`src/fetpm_defs.svh`:
```
// constants of the fast ethernet transmit pcs and mii block
`ifndef FETPM_DEFS_SVH
`define FETPM_DEFS_SVH
`define FETPM_PH_LAST 3'h4
`define FETPM_CLK_HI_PH 3'h2
`define FETPM_RX_OUT_PH 3'h1
`define FETPM_C0 5'h1E
`define FETPM_C1 5'h09
`define FETPM_C2 5'h14
`define FETPM_C3 5'h15
`define FETPM_C4 5'h0A
`define FETPM_C5 5'h0B
`define FETPM_C6 5'h0E
`define FETPM_C7 5'h0F
`define FETPM_C8 5'h12
`define FETPM_C9 5'h13
`define FETPM_CA 5'h16
`define FETPM_CB 5'h17
`define FETPM_CC 5'h1A
`define FETPM_CD 5'h1B
`define FETPM_CE 5'h1C
`define FETPM_CF 5'h1D
`define FETPM_SYM_IDLE 5'h1F
`define FETPM_SYM_J 5'h18
`define FETPM_SYM_K 5'h11
`define FETPM_SYM_T 5'h0D
`define FETPM_SYM_R 5'h07
`define FETPM_SYM_H 5'h04
`define FETPM_JK_PAIR 10'h311
`define FETPM_PREAMBLE_NIB 4'h5
`define FETPM_PRE_CNT 2'h2
`define FETPM_LFSR_SEED 11'h7FF
`define FETPM_TAP_A 10
`define FETPM_TAP_B 8
`define FETPM_LOCK_CNT 6'h28
`define FETPM_MLT_POS 2'h1
`define FETPM_MLT_NEG 2'h3
`endif

```
`src/fetpm_pkg.sv`:
```
// types of the fast ethernet transmit pcs and mii block
`default_nettype none
package fetpm_pkg;
	typedef struct packed {
		logic en;
		logic er;
		logic [3:0] d;
	} fetpm_mii_tx_t;
	typedef struct packed {
		logic dv;
		logic er;
		logic [3:0] d;
	} fetpm_rx_nib_t;
	typedef enum logic [1:0] {TX_IDLE, TX_K, TX_DATA, TX_R} fetpm_tx_st_t;
	typedef enum logic [1:0] {RX_HUNT, RX_FRAME, RX_END} fetpm_rx_st_t;
endpackage
`default_nettype wire

```
`src/fetpm_code.sv`:
```
// 4b5b code table: nibble to code group and code group back to nibble
`timescale 1ns/1ps
`default_nettype none
`include "fetpm_defs.svh"
module fetpm_code (
	input wire logic [3:0] nib_i,
	output logic [4:0] code_o,
	input wire logic [4:0] grp_i,
	output logic [3:0] dec_nib_o,
	output logic dec_data_o
);
	localparam logic [4:0] CODE_TBL [16] = '{`FETPM_C0, `FETPM_C1, `FETPM_C2, `FETPM_C3,
		`FETPM_C4, `FETPM_C5, `FETPM_C6, `FETPM_C7, `FETPM_C8, `FETPM_C9, `FETPM_CA,
		`FETPM_CB, `FETPM_CC, `FETPM_CD, `FETPM_CE, `FETPM_CF};
	logic [15:0] hit;
	assign code_o = CODE_TBL[nib_i];
	genvar gi;
	generate
		for (gi = 0; gi < 16; gi++) begin : g_dec
			assign hit[gi] = (grp_i == CODE_TBL[gi]);
		end
	endgenerate
	assign dec_data_o = |hit;
	always_comb begin
		dec_nib_o = 4'h0;
		for (int i = 0; i < 16; i++) begin
			if (hit[i]) begin
				dec_nib_o = 4'(i);
			end
		end
	end
endmodule
`default_nettype wire

```
`src/fetpm_top.sv`:
```
// 100 mbps pcs: mii nibbles to scrambled mlt-3 line and line back to mii
`timescale 1ns/1ps
`default_nettype none
`include "fetpm_defs.svh"
// Summary of operation
// - TXER during TXEN after the J/K nibbles sends an error symbol inside the frame.
// - each receive period with RXDV high carries one nibble on RXD.
// - receive clock runs continuously as reference for RXD, RXDV, RXER.
// - RXDV starts by the start delimiter and never covers the end delimiter.
// - a detected receive error raises RXER for at least one period.
// - carrier sense high while transmit or receive busy, low when both idle.
// - nibbles taken at 25 MHz, line logic on 125 MHz.
// - transmit makes a scrambled serial stream at 125 Msymbol/s.
// - first preamble byte becomes J then K.
// - later preamble and data nibbles become their code groups.
// - nibbles 0 to 7 map to their listed code groups.
// - nibbles 8 to F map to their listed code groups.
// - transmit enable falling appends T then R.
// - idle groups follow until transmit enable returns.
// - a bypass input skips 4b5b conversion.
// - scrambler keystream XORed with code group bits.
// - scrambled groups shifted out one bit at a time.
// - serial stream NRZI coded, toggling on each one.
// - MLT-3 makes two streams with alternating one events.
// - receive path turns serial line data back into nibbles.
// - one nibble accepted per transmit period with transmit enable high.
// - receive groups aligned on J/K, boundary fixed afterward.
// - J/K replaced by two preamble nibbles, T/R stripped.
module fetpm_top (
	input wire logic CLK_I,
	input wire logic SRST_I,
	input wire logic [3:0] TXD_I,
	input wire logic TXEN_I,
	input wire logic TXER_I,
	input wire logic BYPASS_I,
	input wire logic LINECLK_I,
	input wire logic LINEDAT_I,
	output logic TXCLK_O,
	output logic RXCLK_O,
	output logic [3:0] RXD_O,
	output logic RXDV_O,
	output logic RXER_O,
	output logic CRS_O,
	output logic TXP_O,
	output logic TXN_O
);
	import fetpm_pkg::*;

	// nibble phase and derived mii clocks
	logic [2:0] ph_r;
	logic [2:0] ph_nxt;
	logic load;
	logic rx_take;
	assign load = (ph_r == `FETPM_PH_LAST);
	assign rx_take = (ph_r == `FETPM_RX_OUT_PH);
	assign ph_nxt = load ? 3'h0 : ph_r + 3'h1;
	// divide by five for 25 MHz
	always_ff @(posedge CLK_I) begin
		if (SRST_I) begin
			// parked on the last phase so the first clock high after reset is full length
			ph_r <= `FETPM_PH_LAST;
			TXCLK_O <= 1'b0;
			RXCLK_O <= 1'b0;
		end else begin
			ph_r <= ph_nxt;
			TXCLK_O <= (ph_nxt < `FETPM_CLK_HI_PH);
			RXCLK_O <= (ph_nxt < `FETPM_CLK_HI_PH);
		end
	end

	// pin synchronisers
	fetpm_mii_tx_t tx_s1_r, txs;
	logic byp_s1_r, byp_r;
	logic lc_s1_r, lc_s2_r, lc_s3_r, ld_s1_r, ld_s2_r;
	always_ff @(posedge CLK_I) begin
		if (SRST_I) begin
			tx_s1_r <= '0;
			txs <= '0;
			byp_s1_r <= 1'b0;
			byp_r <= 1'b0;
			lc_s1_r <= 1'b0;
			lc_s2_r <= 1'b0;
			lc_s3_r <= 1'b0;
			ld_s1_r <= 1'b0;
			ld_s2_r <= 1'b0;
		end else begin
			tx_s1_r <= '{en: TXEN_I, er: TXER_I, d: TXD_I};
			txs <= tx_s1_r;
			byp_s1_r <= BYPASS_I;
			byp_r <= byp_s1_r;
			lc_s1_r <= LINECLK_I;
			lc_s2_r <= lc_s1_r;
			lc_s3_r <= lc_s2_r;
			ld_s1_r <= LINEDAT_I;
			ld_s2_r <= ld_s1_r;
		end
	end

	// transmit symbol selection
	fetpm_tx_st_t tx_st_r, tx_st_nxt;
	logic [4:0] enc_code, sym, sh_r;
	logic [4:0] rx_grp;
	logic [3:0] dec_nib;
	logic dec_data;
	fetpm_code u_code (
		.nib_i(txs.d),
		.code_o(enc_code),
		.grp_i(rx_grp),
		.dec_nib_o(dec_nib),
		.dec_data_o(dec_data)
	);
	// MAC launches on the rising edge; at phase four the nibble has cleared both sync stages
	always_comb begin
		tx_st_nxt = tx_st_r;
		sym = `FETPM_SYM_IDLE;
		unique case (tx_st_r)
			TX_IDLE: begin
				// raw five bit groups, no delimiters
				if (byp_r) begin
					sym = txs.en ? {txs.er, txs.d} : `FETPM_SYM_IDLE;
				end else if (txs.en) begin
					sym = `FETPM_SYM_J;
					tx_st_nxt = TX_K;
				end
			end
			TX_K: begin
				sym = `FETPM_SYM_K;
				tx_st_nxt = TX_DATA;
			end
			TX_DATA: begin
				if (txs.en) begin
					sym = txs.er ? `FETPM_SYM_H : enc_code;
				end else begin
					sym = `FETPM_SYM_T;
					tx_st_nxt = TX_R;
				end
			end
			TX_R: begin
				sym = `FETPM_SYM_R;
				tx_st_nxt = TX_IDLE;
			end
		endcase
	end

	// serialise, scramble, nrzi, mlt-3
	logic [10:0] tl_r;
	logic ks, scr_bit, tx_lvl_r;
	logic [1:0] mlt_r, mlt_nxt;
	// x^11 + x^9 + 1 keystream
	assign ks = tl_r[`FETPM_TAP_A] ^ tl_r[`FETPM_TAP_B];
	assign scr_bit = sh_r[4] ^ ks;
	// each one advances the three level walk
	assign mlt_nxt = scr_bit ? mlt_r + 2'h1 : mlt_r;
	always_ff @(posedge CLK_I) begin
		if (SRST_I) begin
			tx_st_r <= TX_IDLE;
			sh_r <= `FETPM_SYM_IDLE;
			tl_r <= `FETPM_LFSR_SEED;
			tx_lvl_r <= 1'b0;
			mlt_r <= 2'h0;
			TXP_O <= 1'b0;
			TXN_O <= 1'b0;
		end else begin
			if (load) begin
				tx_st_r <= tx_st_nxt;
				sh_r <= sym;
			// msb first, one bit per clock
			end else begin
				sh_r <= {sh_r[3:0], 1'b0};
			end
			// one symbol bit per 125 MHz clock
			tl_r <= {tl_r[9:0], ks};
			tx_lvl_r <= tx_lvl_r ^ scr_bit;
			mlt_r <= mlt_nxt;
			TXP_O <= (mlt_nxt == `FETPM_MLT_POS);
			TXN_O <= (mlt_nxt == `FETPM_MLT_NEG);
		end
	end

	// receive: nrzi to nrz and descramble on each rising line clock edge
	logic ledge, nrz, pred, plain, locked;
	logic lvl_prev_r;
	logic [10:0] rl_r;
	logic [5:0] lock_cnt_r;
	assign ledge = lc_s2_r & ~lc_s3_r;
	assign nrz = ld_s2_r ^ lvl_prev_r;
	assign pred = rl_r[`FETPM_TAP_A] ^ rl_r[`FETPM_TAP_B];
	assign locked = (lock_cnt_r == `FETPM_LOCK_CNT);
	assign plain = nrz ^ pred;
	// idle is all ones, so while unlocked the inverted line bits are the keystream itself
	always_ff @(posedge CLK_I) begin
		if (SRST_I) begin
			lvl_prev_r <= 1'b0;
			rl_r <= 11'h000;
			lock_cnt_r <= 6'h00;
		end else if (ledge) begin
			lvl_prev_r <= ld_s2_r;
			if (locked) begin
				rl_r <= {rl_r[9:0], pred};
			end else begin
				rl_r <= {rl_r[9:0], ~nrz};
				lock_cnt_r <= (pred == ~nrz) ? lock_cnt_r + 6'h01 : 6'h00;
			end
		end
	end

	// alignment and decode
	fetpm_rx_st_t rx_st_r;
	logic [9:0] hist_r;
	logic [2:0] bcnt_r;
	logic step, jk_hit, grp_done;
	logic [1:0] pre_cnt_r;
	fetpm_rx_nib_t slot_r;
	logic slot_new;
	fetpm_rx_nib_t slot_val;
	assign step = ledge & locked;
	// J/K seen on any bit boundary
	assign jk_hit = step && (rx_st_r == RX_HUNT) && ({hist_r[8:0], plain} == `FETPM_JK_PAIR);
	assign grp_done = step && (rx_st_r != RX_HUNT) && (bcnt_r == `FETPM_PH_LAST);
	assign rx_grp = {hist_r[3:0], plain};
	assign slot_new = grp_done && (rx_st_r == RX_FRAME) && (rx_grp != `FETPM_SYM_T);
	// invalid, H or idle inside a frame flags an error
	assign slot_val = '{dv: 1'b1, er: ~dec_data, d: dec_nib};
	always_ff @(posedge CLK_I) begin
		if (SRST_I) begin
			rx_st_r <= RX_HUNT;
			hist_r <= 10'h000;
			bcnt_r <= 3'h0;
		end else if (step) begin
			hist_r <= {hist_r[8:0], plain};
			bcnt_r <= (jk_hit || bcnt_r == `FETPM_PH_LAST) ? 3'h0 : bcnt_r + 3'h1;
			if (jk_hit) begin
				rx_st_r <= RX_FRAME;
			end else if (grp_done) begin
				unique case (rx_st_r)
					RX_FRAME: begin
						// T and the following R are stripped
						if (rx_grp == `FETPM_SYM_T) begin
							rx_st_r <= RX_END;
						end else if (rx_grp == `FETPM_SYM_IDLE) begin
							rx_st_r <= RX_HUNT;
						end
					end
					RX_END: rx_st_r <= RX_HUNT;
					default: rx_st_r <= RX_HUNT;
				endcase
			end
		end
	end

	// mii receive outputs, changed on the falling edge of the receive clock
	logic take_pre, take_slot;
	assign take_pre = rx_take && (pre_cnt_r != 2'h0);
	assign take_slot = rx_take && !take_pre && slot_r.dv;
	always_ff @(posedge CLK_I) begin
		if (SRST_I) begin
			pre_cnt_r <= 2'h0;
			slot_r <= '0;
			RXD_O <= 4'h0;
			RXDV_O <= 1'b0;
			RXER_O <= 1'b0;
			CRS_O <= 1'b0;
		end else begin
			// two preamble nibbles stand in for J/K
			if (jk_hit) begin
				pre_cnt_r <= `FETPM_PRE_CNT;
			end else if (take_pre) begin
				pre_cnt_r <= pre_cnt_r - 2'h1;
			end
			// a new group wins over the slot being drained
			if (slot_new) begin
				slot_r <= slot_val;
			end else if (take_slot) begin
				slot_r <= '0;
			end
			if (rx_take) begin
				// valid from the stand-in preamble, never over T/R
				RXDV_O <= take_pre | take_slot;
				RXER_O <= take_slot & slot_r.er;
				RXD_O <= take_pre ? `FETPM_PREAMBLE_NIB : (take_slot ? slot_r.d : 4'h0);
			end
			CRS_O <= txs.en || (tx_st_r != TX_IDLE) || (rx_st_r == RX_FRAME) || (pre_cnt_r != 2'h0)
				|| slot_r.dv;
		end
	end
endmodule
`default_nettype wire

```
`config.mk`:
```
export PLATFORM = sky130hd
export DESIGN_NAME = fetpm_top
export DESIGN_NICKNAME = d
export VERILOG_FILES = /design/src/fetpm_pkg.sv /design/src/fetpm_code.sv /design/src/fetpm_top.sv
export VERILOG_INCLUDE_DIRS = /design/src
export SDC_FILE = /design/constraint.sdc
export NUM_CORES = 1
export LEC_CHECK = 0
export BUFFER_PORTS_ARGS = -buffer_cell sky130_fd_sc_hd__buf_2
export CAP_MARGIN = 25
export CORE_MARGIN = 3
export CORE_UTILIZATION = 54
export CTS_BUF_LIST = sky130_fd_sc_hd__clkbuf_8 sky130_fd_sc_hd__clkbuf_16
export CTS_CLUSTER_SIZE = 20
export DETAILED_ROUTE_END_ITERATION = 8
export PLACE_DENSITY = 0.76
export REMOVE_ABC_BUFFERS = 1
export SYNTH_ARGS = -nofsm -noshare
export SYNTH_HDL_FRONTEND = slang
export SYNTH_SLANG_ARGS = --single-unit
```
`constraint.sdc`:
```
create_clock -name CLK_I -period 1.8 [get_ports CLK_I]
set_input_delay 0 -clock CLK_I [delete_from_list [all_inputs] [get_ports CLK_I]]
set_output_delay 0 -clock CLK_I [all_outputs]
set_load 0.05 [all_outputs]
```
==> results.json <==
{
  "tns_ns": -0.009088,
  "cts_sinks": 92,
  "relSlewSlack": 0.6632,
  "clk_pin_slew_ns": 0.09,
  "crit_path_end_kind": "register",
  "worstSkewPairLatency_ns": 0.36,
  "synthAdderAreaFrac": 0.04422,
  "drt_iter0_drc": 135,
  "power_density_nw_per_um2": 1009,
  "timing.fmax_mhz": 552.8,
  "synth_cell_types": 45,
  "die_x_um": 88.54,
  "io_buffers": 21,
  "drive_gt1_frac": 0.2034,
  "fp.coreArea_um2": 6459,
  "syn_inst": 414,
  "start_util": 0.5695,
  "grt_max_degree": 32,
  "synth_common_cells": "92 x dfxtp_1, 58 x nand2_1, 50 x a21oi_1",
  "synthMuxAreaShare": 0,
  "ys_warn_count": 0,
  "ios": 22,
  "final_max_slew_viol_count": 0,
  "setup_viol": 1,
  "synthXorXnorAreaFrac": 0.04422,
  "wl_per_cell_um": 12.52,
  "p_leak_uw": 0.001665,
  "cts_buffer_depth": 2,
  "synth_seq_cells": 92,
  "place_congestion": 0.8455,
  "antenna_found_initial": 0,
  "yosysMostFrequentCell": "dfxtp_1",
  "yosysTopAreaCellShare": 0.5007,
  "power_uw": 4415,
  "skew_ns": 0.006885,
  "final.fill_count": 507,
  "hold_viol": 0,
  "yosys.area.top_type": "dfxtp_1",
  "clockRootBuffer": "clkbuf_8",
  "grt_pass1_wl_um": 11800,
  "synth-compound-area-share": 0.1490,
  "synth-edff-count": 0,
  "syn_avg_cell_area_um2": 8.885,
  "tightest_slew_ns": 0.4924,
  "nets": 486,
  "peakVddDrop_uv": 650.9,
  "hpwl_um": 4641,
  "synth-main-ff-cell": "dfxtp_1",
  "crit_path_start_kind": "register",
  "period_share": 1.005,
  "htreeDepth": 3,
  "yosys.area_share.simple": 0.2221,
  "netlist_top_cells_area": "dfxtp_1 50%, a21oi_1 6.8%, nand2_1 5.9%",
  "async_flop_share": 0,
  "final_core_util": 0.6776,
  "layout.cells.non_filler": 544,
  "viasPerCell": 5.311,
  "die-area_um2": 7838,
  "min_period_ns": 1.809,
  "critPathKind": "register to register",
  "cts_buffers": 9,
  "vias": 2889,
  "dr.pass1.iters": 4,
  "wl_um": 6810,
  "grt_pass1_vias": 2765,
  "rows": 29,
  "antennaDiodeCount": 0,
  "track_usage": 0.1904,
  "ant_nets": 0,
  "chipHeight_um": 88.54,
  "drc": 0,
  "hold_ws_ns": 0.03389,
  "dpl.cell_count": 514,
  "crit_arrival_ns": 2.11,
  "setup_slack_ns": -0.009088,
  "violations": "setup timing",
  "syn_area_um2": 3679,
  "grt_overflow": 0,
  "crit_required_ns": 2.10,
  "outcome": "finished, violations left",
  "area_growth_pct": 18.98,
  "critPathMaxFanout": 4,
  "rsz0062_at_grt": "true",
  "max-cap-violations": 0,
  "yosysSeqAreaShare": 0.5007,
  "tritoncts": "yes",
  "synth_top_family_by_area": "simple AND/OR/NAND/NOR gates",
  "hold_path.class": "primary input to register"
}
==> layout make-up <==
cell class | instances | area (um2) | area share
multi-input cells | 284 | 1728 | 0.3948
flip-flops and latches | 92 | 1844 | 0.4214
well taps | 77 | 96.34 | 0.02201
clock inverters | 6 | 93.84 | 0.02144
clock buffers | 10 | 137.6 | 0.03145
repair buffers | 59 | 416.7 | 0.09520
inverters | 16 | 60.06 | 0.01372
==> layer usage <==
layer  up-vias  global-route usage  part of all wire
met4         0             0.08791             0.018
met3        13             0.03911             0.035
li1       1492                   -                 -
met5         -                   0                 0
met2        54              0.3127              0.48
met1      1330              0.2410              0.47
==> through the flow <==
stage / worst slack [ns] / area [um2]
after global placement: 0.05348 / 3974
after floorplan: -0.2987 / 3592
after CTS: 0.006368 / 4295
after global routing: -0.06465 / 4377
after detailed placement: 0.03411 / 3974
final: -0.009088 / 4377
==> state kept, by name, indices dropped and copies added, names as in the netlist, 5 cells and up <==
signal and flops:
slot_r 6, hist_r 9, sh_r 5, lock_cnt_r 6, txs 6, rl_r 11, tx_s1_r 6, tl_r 11
==> where the power goes <==
group	switching [uW]	internal (uW)
clock	736	835
combinational	396	210
sequential	70.0	2170
==> logic make-up (layout without fill, tap and decap cells) <==
logic type | count (synthesis) | after routing
compound gates | 90 | 90
fa+ha+maj | 13 | 13
xor+xnor | 16 | 16
simple gates | 165 | 165
buf+inv | 38 | 91
flops | 92 | 92
==> critical path, cell delays in order (launching register included) <==
cell and delay [ns]:
dfxtp_2 0.33, or3b_4 0.42, nor3_4 0.26, o311ai_4 0.13
or4_4 0.50, a21oi_2 0.12
==> cell usage in the layout (no fill, tap or decap), types with 10 or more instances in the layout <==
master / n
a21oi_1: 48
o21ai_0: 12
clkbuf_8: 10
dfxtp_1: 90
nor2_1: 29
nand3_1: 10
buf_4: 28
or2_2: 12
inv_1: 16
buf_2: 21
nand2_1: 58
nor2b_1: 24
ha_1: 13
==> repair_timing <==
action,4_1_cts,5_1_grt
gates resized for setup,0,11
setup buffers,0,5
hold endpoints to repair,9,0
setup endpoints to repair,0,13
hold buffers,9,0
==> worst paths after layout <==
kind	cells after the start	slack (ns)	start	endpoint
min	2	0.03	SRST_I	tx_st_r[1]
max reg2reg	5	-0.009	lock_cnt_r[4]	slot_r[0]
min reg2reg	1	0.42	tl_r[5]	tl_r[6]
max	5	-0.009	lock_cnt_r[4]	slot_r[0]
Note: power is estimated with default switching activity, not from simulation.
